### src/hdl/dtf_consts.vh
/*
 * constants for the development trigger flag block: register indices,
 * reset values, crossbar master numbers, access kinds, tool frame layout.
 * assumes it is included by bare name from the design files.
 */
`ifndef DTF_CONSTS_VH
`define DTF_CONSTS_VH

// register indices, shared by crossbar and tool frames
`define DTF_IDX_FLAGS      3'h0
`define DTF_IDX_PRESENCE   3'h1
`define DTF_IDX_ENABLE     3'h2
`define DTF_IDX_IDENT      3'h3

// enable register field
`define DTF_EN_BIT         0

// reset values
`define DTF_FLAGS_RST      32'h00000000
`define DTF_PRESENCE_RST   32'h00000000
`define DTF_ENABLE_RST     1'h0
`define DTF_WORD_ZERO      32'h00000000

// arbitrary identification value
`define DTF_IDENT_VALUE    32'h5A5A0001

// crossbar master numbers
`define DTF_MID_CPU0       4'h0
`define DTF_MID_CPU1       4'h1
`define DTF_MID_DMA        4'h4
`define DTF_MID_DEBUG      4'h8

// access kinds granted per master
`define DTF_ACC_NONE       2'h0
`define DTF_ACC_SET        2'h1
`define DTF_ACC_CLR        2'h2

// tool frame: 1 write bit, 2 index bits, 32 data bits
`define DTF_HDR_LAST       6'h02
`define DTF_FRAME_LAST     6'h22
`define DTF_FRAME_DONE     6'h23
`define DTF_CNT_ONE        6'h01
`define DTF_CNT_ZERO       6'h00

`endif

### src/hdl/dtf_trigger_semaphore.v
/*
 * development trigger flag unit: 32 update flags set by cpu and dma over
 * the crossbar, cleared by the calibration tool, a trigger pin, a tool
 * presence word, an enable and an identification word.
 * assumes crossbar signals are on clk; tool pins are asynchronous and
 * the tool clock runs well below clk/4 so every edge is seen.
 */
`timescale 1ns/1ps
`default_nettype none
`include "dtf_consts.vh"

//////////////////////////////////////////////////////////////////////////
// Function
// - thirty-two flags mark refreshed variable sets
// - only cpu and dma may set flags
// - cpu and dma writes never clear flags
// - only tool debug accesses clear flags
// - master number decides set, clear or nothing
// - trigger pin tells tool updates are waiting
// - tool writes presence word, software reads it
// - enable register switches flag setting and trigger pin on
// - identification register readable by the tool
module dtf_trigger_semaphore (
	// clock and reset
	input  wire        clk,
	input  wire        srst,
	// crossbar register port
	input  wire        xbReq,
	input  wire        xbWrite,
	input  wire [2:0]  xbAddr,
	input  wire [31:0] xbWdata,
	input  wire [3:0]  xbMasterId,
	output reg  [31:0] xbRdata,
	output reg         xbAck,
	output reg         xbErr,
	// tool debug serial pins
	input  wire        toolClk,
	input  wire        toolSelN,
	input  wire        toolDi,
	output reg         toolDo,
	output reg         toolDoEn,
	// trigger toward the tool
	output reg         triggerOutN
);

	//////////////////////////////////////////////////////////////////////
	// decode helpers

	// grant per master number
	function [1:0] accessKind;
		input [3:0] mid;
		begin
			case (mid)
				`DTF_MID_CPU0:  accessKind = `DTF_ACC_SET;
				`DTF_MID_CPU1:  accessKind = `DTF_ACC_SET;
				`DTF_MID_DMA:   accessKind = `DTF_ACC_SET;
				`DTF_MID_DEBUG: accessKind = `DTF_ACC_CLR;
				default:        accessKind = `DTF_ACC_NONE;
			endcase
		end
	endfunction

	// read mux shared by crossbar and tool
	function [31:0] regRead;
		input [2:0]  idx;
		input [31:0] flagsV;
		input [31:0] presV;
		input        enV;
		begin
			case (idx)
				`DTF_IDX_FLAGS:    regRead = flagsV;
				`DTF_IDX_PRESENCE: regRead = presV;
				`DTF_IDX_ENABLE:   regRead = {31'h0, enV};
				`DTF_IDX_IDENT:    regRead = `DTF_IDENT_VALUE;
				default:           regRead = `DTF_WORD_ZERO;
			endcase
		end
	endfunction

	// index decode used by the crossbar port only
	function isMapped;
		input [2:0] idx;
		begin
			isMapped = (idx <= `DTF_IDX_IDENT);
		end
	endfunction

	//////////////////////////////////////////////////////////////////////
	// state

	reg  [31:0] flags;
	reg  [31:0] presence;
	reg         enable;
	reg  [31:0] next_flags;
	reg  [31:0] next_presence;
	reg  [31:0] setMask;
	reg  [31:0] clrMask;
	reg  [33:0] shiftIn;
	reg  [31:0] shiftOut;
	reg  [5:0]  bitCnt;
	reg         toolWr;

	wire [2:0]  pinLvl;
	wire [2:0]  pinRise;
	wire [1:0]  xbKind;
	wire        xbWrGo;
	wire        frameOn;
	wire        toolEdge;
	wire        hdrDone;
	wire [2:0]  hdrIdx;
	wire        toolWrGo;
	wire [2:0]  toolIdx;
	wire [31:0] toolData;

	//////////////////////////////////////////////////////////////////////
	// tool pin synchronisers

	dtf_pin_sync #(
		.WIDTH (3)
	) uSync (
		.clk   (clk),
		.srst  (srst),
		.pinIn ({toolDi, ~toolSelN, toolClk}),
		.level (pinLvl),
		.rise  (pinRise),
		.fall  ()
	);

	assign frameOn  = pinLvl[1];
	assign toolEdge = frameOn & pinRise[0];

	//////////////////////////////////////////////////////////////////////
	// tool frame decode

	// header is write bit then two index bits
	assign hdrDone  = toolEdge & (bitCnt == `DTF_HDR_LAST);
	assign hdrIdx   = {1'b0, shiftIn[0], pinLvl[2]};
	assign toolWrGo = toolEdge & (bitCnt == `DTF_FRAME_LAST) & toolWr;
	assign toolIdx  = {1'b0, shiftIn[32:31]};
	assign toolData = {shiftIn[30:0], pinLvl[2]};

	// a frame cut short just restarts; nothing is written
	always @(posedge clk) begin
		if (srst) begin
			bitCnt  <= `DTF_CNT_ZERO;
			shiftIn <= 34'h0;
			toolWr  <= 1'b0;
		end else if (!frameOn) begin
			bitCnt  <= `DTF_CNT_ZERO;
			toolWr  <= 1'b0;
		end else if (toolEdge) begin
			shiftIn <= {shiftIn[32:0], pinLvl[2]};
			// count parks past the last bit so extra bits write nothing
			if (bitCnt != `DTF_FRAME_DONE) begin
				bitCnt <= bitCnt + `DTF_CNT_ONE;
			end
			if (hdrDone) begin
				toolWr <= shiftIn[1];
			end
		end
	end

	// read data leaves msb first, one bit per tool clock
	always @(posedge clk) begin
		if (srst) begin
			shiftOut <= `DTF_WORD_ZERO;
			toolDo   <= 1'b0;
			toolDoEn <= 1'b0;
		end else begin
			toolDoEn <= frameOn;
			if (!frameOn) begin
				shiftOut <= `DTF_WORD_ZERO;
			end else if (hdrDone) begin
				shiftOut <= regRead(hdrIdx, flags, presence, enable);
			end else if (toolEdge) begin
				shiftOut <= {shiftOut[30:0], 1'b0};
			end
			toolDo <= shiftOut[31];
		end
	end

	//////////////////////////////////////////////////////////////////////
	// crossbar access

	assign xbKind = accessKind(xbMasterId);
	assign xbWrGo = xbReq & xbWrite & isMapped(xbAddr);

	// set wins over a clear landing in the same cycle
	always @* begin
		setMask = `DTF_WORD_ZERO;
		clrMask = `DTF_WORD_ZERO;
		next_presence = presence;
		if (xbWrGo && xbAddr == `DTF_IDX_FLAGS) begin
			if (xbKind == `DTF_ACC_SET && enable) begin
				setMask = xbWdata;
			end
			if (xbKind == `DTF_ACC_CLR) begin
				clrMask = xbWdata;
			end
		end
		if (toolWrGo && toolIdx == `DTF_IDX_FLAGS) begin
			clrMask = clrMask | toolData;
		end
		// zeros from cpu or dma leave bits alone
		next_flags = (flags & ~clrMask) | setMask;
		if (xbWrGo && xbAddr == `DTF_IDX_PRESENCE &&
			xbKind == `DTF_ACC_CLR) begin
			next_presence = xbWdata;
		end
		if (toolWrGo && toolIdx == `DTF_IDX_PRESENCE) begin
			next_presence = toolData;
		end
	end

	always @(posedge clk) begin
		if (srst) begin
			flags    <= `DTF_FLAGS_RST;
			presence <= `DTF_PRESENCE_RST;
			enable   <= `DTF_ENABLE_RST;
		end else begin
			flags    <= next_flags;
			presence <= next_presence;
			// any granted master may switch the feature
			if (xbWrGo && xbAddr == `DTF_IDX_ENABLE &&
				xbKind != `DTF_ACC_NONE) begin
				enable <= xbWdata[`DTF_EN_BIT];
			end
		end
	end

	// one answer per request; unmapped reads zero and flags an error
	always @(posedge clk) begin
		if (srst) begin
			xbAck   <= 1'b0;
			xbErr   <= 1'b0;
			xbRdata <= `DTF_WORD_ZERO;
		end else begin
			xbAck <= xbReq;
			xbErr <= xbReq & ~isMapped(xbAddr);
			if (xbReq && !xbWrite) begin
				xbRdata <= regRead(xbAddr, flags, presence, enable);
			end else begin
				xbRdata <= `DTF_WORD_ZERO;
			end
		end
	end

	//////////////////////////////////////////////////////////////////////
	// trigger pin

	// registered so the pin never glitches
	always @(posedge clk) begin
		if (srst) begin
			triggerOutN <= 1'b1;
		end else begin
			triggerOutN <= ~(enable & (|flags));
		end
	end

endmodule // dtf_trigger_semaphore

`default_nettype wire

### src/hdl/dtf_pin_sync.v
/*
 * two-flop synchroniser with edge detection for a group of pins.
 * assumes the pins are asynchronous to clk and slower than clk/4.
 */
`timescale 1ns/1ps
`default_nettype none

module dtf_pin_sync #(
	parameter WIDTH = 3
) (
	// clock and reset
	input  wire             clk,
	input  wire             srst,
	// raw pins
	input  wire [WIDTH-1:0] pinIn,
	// synchronised view
	output wire [WIDTH-1:0] level,
	output wire [WIDTH-1:0] rise,
	output wire [WIDTH-1:0] fall
);

	reg [WIDTH-1:0] meta;
	reg [WIDTH-1:0] stable;
	reg [WIDTH-1:0] prior;

	genvar i;
	generate
		for (i = 0; i < WIDTH; i = i + 1) begin : gSync
			// meta feeds only stable; edges come from later stages
			always @(posedge clk) begin
				if (srst) begin
					meta[i]   <= 1'b0;
					stable[i] <= 1'b0;
					prior[i]  <= 1'b0;
				end else begin
					meta[i]   <= pinIn[i];
					stable[i] <= meta[i];
					prior[i]  <= stable[i];
				end
			end
			assign level[i] = stable[i];
			assign rise[i]  = stable[i] & ~prior[i];
			assign fall[i]  = ~stable[i] & prior[i];
		end
	endgenerate

endmodule // dtf_pin_sync

`default_nettype wire

### config.mk
export PLATFORM = sky130hd
export DESIGN_NAME = dtf_trigger_semaphore
export DESIGN_NICKNAME = d
export VERILOG_FILES = /design/src/hdl/dtf_trigger_semaphore.v /design/src/hdl/dtf_pin_sync.v
export VERILOG_INCLUDE_DIRS = /design/src /design/src/hdl
export SDC_FILE = /design/constraint.sdc
export NUM_CORES = 1
export LEC_CHECK = 0
export BUFFER_PORTS_ARGS = -buffer_cell sky130_fd_sc_hd__buf_2
export CORE_AREA = 2 2 107 130
export DETAILED_ROUTE_END_ITERATION = 8
export DIE_AREA = 0 0 109 132
export HOLD_SLACK_MARGIN = 0.02
export PLACE_DENSITY = 0.91
export SLEW_MARGIN = 20
export SYNTH_ARGS = -nofsm -noshare
export SYNTH_HDL_FRONTEND = slang
export SYNTH_SLANG_ARGS = --single-unit
### constraint.sdc
create_clock -name clk -period 5.4 [get_ports clk]
set_input_delay 0.54 -clock clk [delete_from_list [all_inputs] [get_ports clk]]
set_output_delay 0.54 -clock clk [all_outputs]
set_load 0.02 [all_outputs]
==> reports/qor.log <==
[timing] sum of negative setup slack 0 ns
[synth] number of warnings printed during yosys synthesis 0
[clock_tree] CTS Root Buffer Type sky130_fd_sc_hd__clkbuf_16
[cells_and_area] Layout Cell Area excl Fill 8710 µm²
[synth] cell area after synthesis 7700 µm²
[critical_path] worst-path cell chain inv_1 -> ha_1 -> or3b_4 -> or4_2 -> nor2_1 -> a211oi_1
[synth] Post-Synthesis Mean Instance Area 8.65 µm²
[timing] unrepaired setup endpoints after global routing false
[cells_and_area] count of non-filler cells in the finished layout 1103
[synth] most used flip-flop cell after synthesis sky130_fd_sc_hd__dfxtp_1
[global_routing] total global routing track utilization 27.8%
[clock_tree] number of sinks on the clock net 181
[synth] number of instances in the synthesized netlist 890
[critical_path] endpoint class of the critical path flip-flop
[routing] top routing layer in use met4
[cells_and_area] end-of-flow core utilization 66.7%
[cells_and_area] signed area change from the synthesized netlist to the final layout 13.1%
[synth] number of synthesized flops with an enable pin 0
[routing] total length of routed met2 wires 9.37 mm
[placed_design] instance count after placement with tap cells included 1071
[routing] post-DR wirelength/cell 18.2 µm
[cells_and_area] final-stage net count 970
[die] Initial Util 58.9%
[synth] top area cells in the synthesized netlist sky130_fd_sc_hd__dfxtp_1, sky130_fd_sc_hd__mux2i_1, sky130_fd_sc_hd__nand2_1
[routing] wire length on met1 8.06 mm
[routing] DR vias 7017
[run] maximum capacitance violations 0
[placed_design] final HPWL from detailed placement 12.7 mm
[die] die width 109 µm
[routing] length of routed met3 wiring 1.92 mm
[timing] Final Critical Period 2.74 ns
[cells_and_area] fraction of final layout cells sized beyond drive strength 1 14.4%
[outcome] run status finished, final reports clean
[cells_and_area] flip-flop and latch area 3620 µm²
[synth] top cell type by total area after synthesis sky130_fd_sc_hd__dfxtp_1
[timing] Pins Over Slew Limit 0
[synth] post-synthesis sequential element count 181
[placed_design] routability-driven placement congestion ratio 0.875
[global_routing] largest net degree at the start of global routing 65
[global_routing] antenna violations before repair 0
[critical_path] critical path peak fanout 64
[clock_tree] Setup Buffers After CTS 0
[synth] syn nets 938
[timing] worst hold margin 0.246 ns
[clock_tree] number of gates resized after CTS 0
[die] Top Ports 83
[timing] clock skew after layout 0.0125 ns
[die] floorplan die area 14400 µm²
[die] vertical extent of the die 132 µm
[timing] final hold viol count 0
[global_routing] wire length of the first global-routing pass 31.6 mm
[critical_path] startpoint class of the critical path flip-flop
[timing] Slew HR 19.6%
[critical_path] Buf/Inv on CP 1
[routing] number of detailed-routing iterations run before antenna repair 7
[clock_tree] clock tree buffer depth 2
[routing] Routed Antenna Nets 0
[global_routing] number of global-route vias before repair 6235
[timing] pin slew with the least headroom to its limit 1.20 ns
[clock_tree] # H-tree levels 4
[clock_tree] clock buffer count from CTS 17
[routing] drt drc 0
[power_and_ir_drop] static leakage power 3.17 nW
[placed_design] post-placement cell area 8100 µm²
[critical_path] highest cell delay on the worst timing path 1.17 ns
[timing] Final setup violation count 0
[synth] Unique masters post-synth 42
[critical_path] data arrival time of the worst path 3.00 ns
[routing] via/cell ratio 6.36
[routing] number of DRC markers after the initial detailed-route iteration 899
[critical_path] critical-path cell with the highest stage delay sky130_fd_sc_hd__or4_2
[clock_tree] clock input transition at the sequential cells of the worst setup and hold paths 0.07 ns
[clock_tree] Hold-fix buffers, CTS 0
[power_and_ir_drop] largest vdd supply drop 0.205 mV
[placed_design] IO buf count 82
[die] Placeable Area 13100 µm²
[global_routing] GRT Residual Overflow 0
[die] row cnt 46
[timing] period utilization 50.7%
[synth] async set-or-reset flop fraction in the synthesized netlist 0%
[synth] post-synthesis sequential area ratio 47.1%
[cells_and_area] Filler Cell Count 941
[critical_path] Data required, critical path 5.67 ns
[critical_path] category of cells accounting for the largest share of critical-path delay simple AND/OR/NAND/NOR gates
[clock_tree] insertion delay to the later sink of the worst-skew pair 0.44 ns
[synth] post-synth top area share 47.1%
[power_and_ir_drop] power per standard cell area 311 nW/µm²
[critical_path] worst setup path class reg2reg
[routing] final wirelength 20.0 mm
[hold_path] Hold Path Class in2reg
[timing] highest achievable clock rate 0.365 GHz
[clock_tree] TritonCTS clock tree yes
[cells_and_area] number of antenna diodes 0
[cells_and_area] multi-input combinational cell area 3740 µm²
[metrics by stage]
stage	worst slack [ns]	total power [W]
after global routing	2.56	0.00277
after detailed placement	2.61	0.00146
after CTS	2.71	0.00271
final	2.66	0.00271
after global placement	2.68	0.00146
after floorplan	3.30	0.00142
[Yosys cell counts (2+ instances only)]
master and n:
sky130_fd_sc_hd__a211oi_1 39, sky130_fd_sc_hd__o21ai_0 58, sky130_fd_sc_hd__nor2_1 71, sky130_fd_sc_hd__or3_1 32
sky130_fd_sc_hd__ha_1 2, sky130_fd_sc_hd__buf_6 2, sky130_fd_sc_hd__xnor2_1 2, sky130_fd_sc_hd__buf_2 5
sky130_fd_sc_hd__a31oi_1 25, sky130_fd_sc_hd__a21oi_1 56, sky130_fd_sc_hd__a21o_1 16, sky130_fd_sc_hd__nand2_1 115
sky130_fd_sc_hd__nand2b_1 31, sky130_fd_sc_hd__mux2i_1 57, sky130_fd_sc_hd__clkbuf_1 59, sky130_fd_sc_hd__xor2_1 2
sky130_fd_sc_hd__buf_1 12, sky130_fd_sc_hd__nand4_1 4, sky130_fd_sc_hd__nor4_1 10, sky130_fd_sc_hd__dfxtp_1 181
sky130_fd_sc_hd__a221oi_1 16, sky130_fd_sc_hd__nor3b_1 2, sky130_fd_sc_hd__a22o_1 16, sky130_fd_sc_hd__or4_1 2
sky130_fd_sc_hd__and3b_1 2, sky130_fd_sc_hd__nor2b_1 10, sky130_fd_sc_hd__and3_1 2, sky130_fd_sc_hd__inv_1 12
sky130_fd_sc_hd__nor3_1 13, sky130_fd_sc_hd__a22oi_1 24
[worst register-to-register path: cells and delay by family (launching register included)]
family | cells | cell delay (ns)
AO/OA/AOI/OAI | 1 | 0.09
buffers and inverters | 1 | 0.07
adder cells (fa/ha/maj) | 1 | 0.14
AND/OR/NAND/NOR | 3 | 1.94
flip-flops | 1 | 0.34
[cell type report]
| type | instances | share of cell area, % |
|---|---|---|
| Clock inverter | 12 | 1.75 |
| Inverter | 12 | 0.517 |
| Clock buffer | 20 | 5.24 |
| Tap cell | 168 | 2.41 |
| Multi-Input combinational cell | 619 | 43.0 |
| Timing Repair Buffer | 91 | 5.49 |
| Sequential cell | 181 | 41.6 |
[where the power goes]
group          leakage, nW  total (W)  internal (W)  switching, W
Sequential            1.46    0.00135       0.00134    0.00000675
Combinational         1.42  0.0000834     0.0000288     0.0000546
Clock                0.288    0.00128      0.000751      0.000526
Total                 3.17    0.00271       0.00212      0.000588
[worst paths after layout]
kind	end	start	slack [ns]	cells past startpoint
worst min-delay path	uSync.meta[1]$_SDFF_PP0_	toolSelN	0.25	2
worst max register to register	presence[31]$_SDFFE_PP0P_	bitCnt[0]$_SDFFE_PP0P_	2.66	6
worst max-delay path	presence[31]$_SDFFE_PP0P_	bitCnt[0]$_SDFFE_PP0P_	2.66	6
worst min register to register	uSync.level[1]$_SDFF_PP0_	uSync.meta[1]$_SDFF_PP0_	0.44	1
[logic make-up after synthesis]
family	synth area share, %
fa+ha+maj	0.325
compound gates	21.2
simple gates	18.9
buf+inv	4.66
xor+xnor	0.455
mux	7.41
flops	47.1
[cell usage in the layout (no fill, tap or decap), types with 2 or more instances in the layout]
cell type	n
sky130_fd_sc_hd__dfxtp_1	180
sky130_fd_sc_hd__nand2_1	114
sky130_fd_sc_hd__buf_2	82
sky130_fd_sc_hd__nor2_1	71
sky130_fd_sc_hd__o21ai_0	58
sky130_fd_sc_hd__mux2i_1	57
sky130_fd_sc_hd__a21oi_1	56
sky130_fd_sc_hd__a211oi_1	39
sky130_fd_sc_hd__or3_1	32
sky130_fd_sc_hd__nand2b_1	31
sky130_fd_sc_hd__a31oi_1	25
sky130_fd_sc_hd__a22oi_1	24
sky130_fd_sc_hd__clkbuf_16	17
sky130_fd_sc_hd__a22o_1	16
sky130_fd_sc_hd__a221oi_1	16
sky130_fd_sc_hd__a21o_1	16
sky130_fd_sc_hd__nor3_1	13
sky130_fd_sc_hd__inv_1	12
sky130_fd_sc_hd__nor2b_1	10
sky130_fd_sc_hd__nor4_1	9
sky130_fd_sc_hd__buf_4	9
sky130_fd_sc_hd__nand4_1	4
sky130_fd_sc_hd__clkinvlp_4	4
sky130_fd_sc_hd__clkinv_2	3
sky130_fd_sc_hd__bufinv_16	3
sky130_fd_sc_hd__xnor2_1	2
sky130_fd_sc_hd__nor3b_1	2
sky130_fd_sc_hd__nor4_2	2
sky130_fd_sc_hd__xor2_1	2
sky130_fd_sc_hd__ha_1	2
sky130_fd_sc_hd__clkbuf_8	2
[sequential cells by signal (all words and copies together), names as in the netlist]
| signal | count |
|---|---|
| uSync.level | 3 |
| enable | 1 |
| shiftOut | 32 |
| xbAck | 1 |
| toolDoEn | 1 |
| toolDo | 1 |
| xbRdata | 32 |
| uSync.meta | 3 |
| presence | 32 |
| toolWr | 1 |
| flags | 32 |
| xbErr | 1 |
| bitCnt | 6 |
| uSync.prior | 1 |
| shiftIn | 33 |
| triggerOutN | 1 |
[layer usage]
layer | vias to the layer above | track usage (%)
met5 | - | 0
met4 | 0 | 12.7
met3 | 63 | 6.52
met2 | 390 | 41.9
met1 | 3329 | 37.6
li1 | 3235 | -
(Power assumes the default switching activity.)
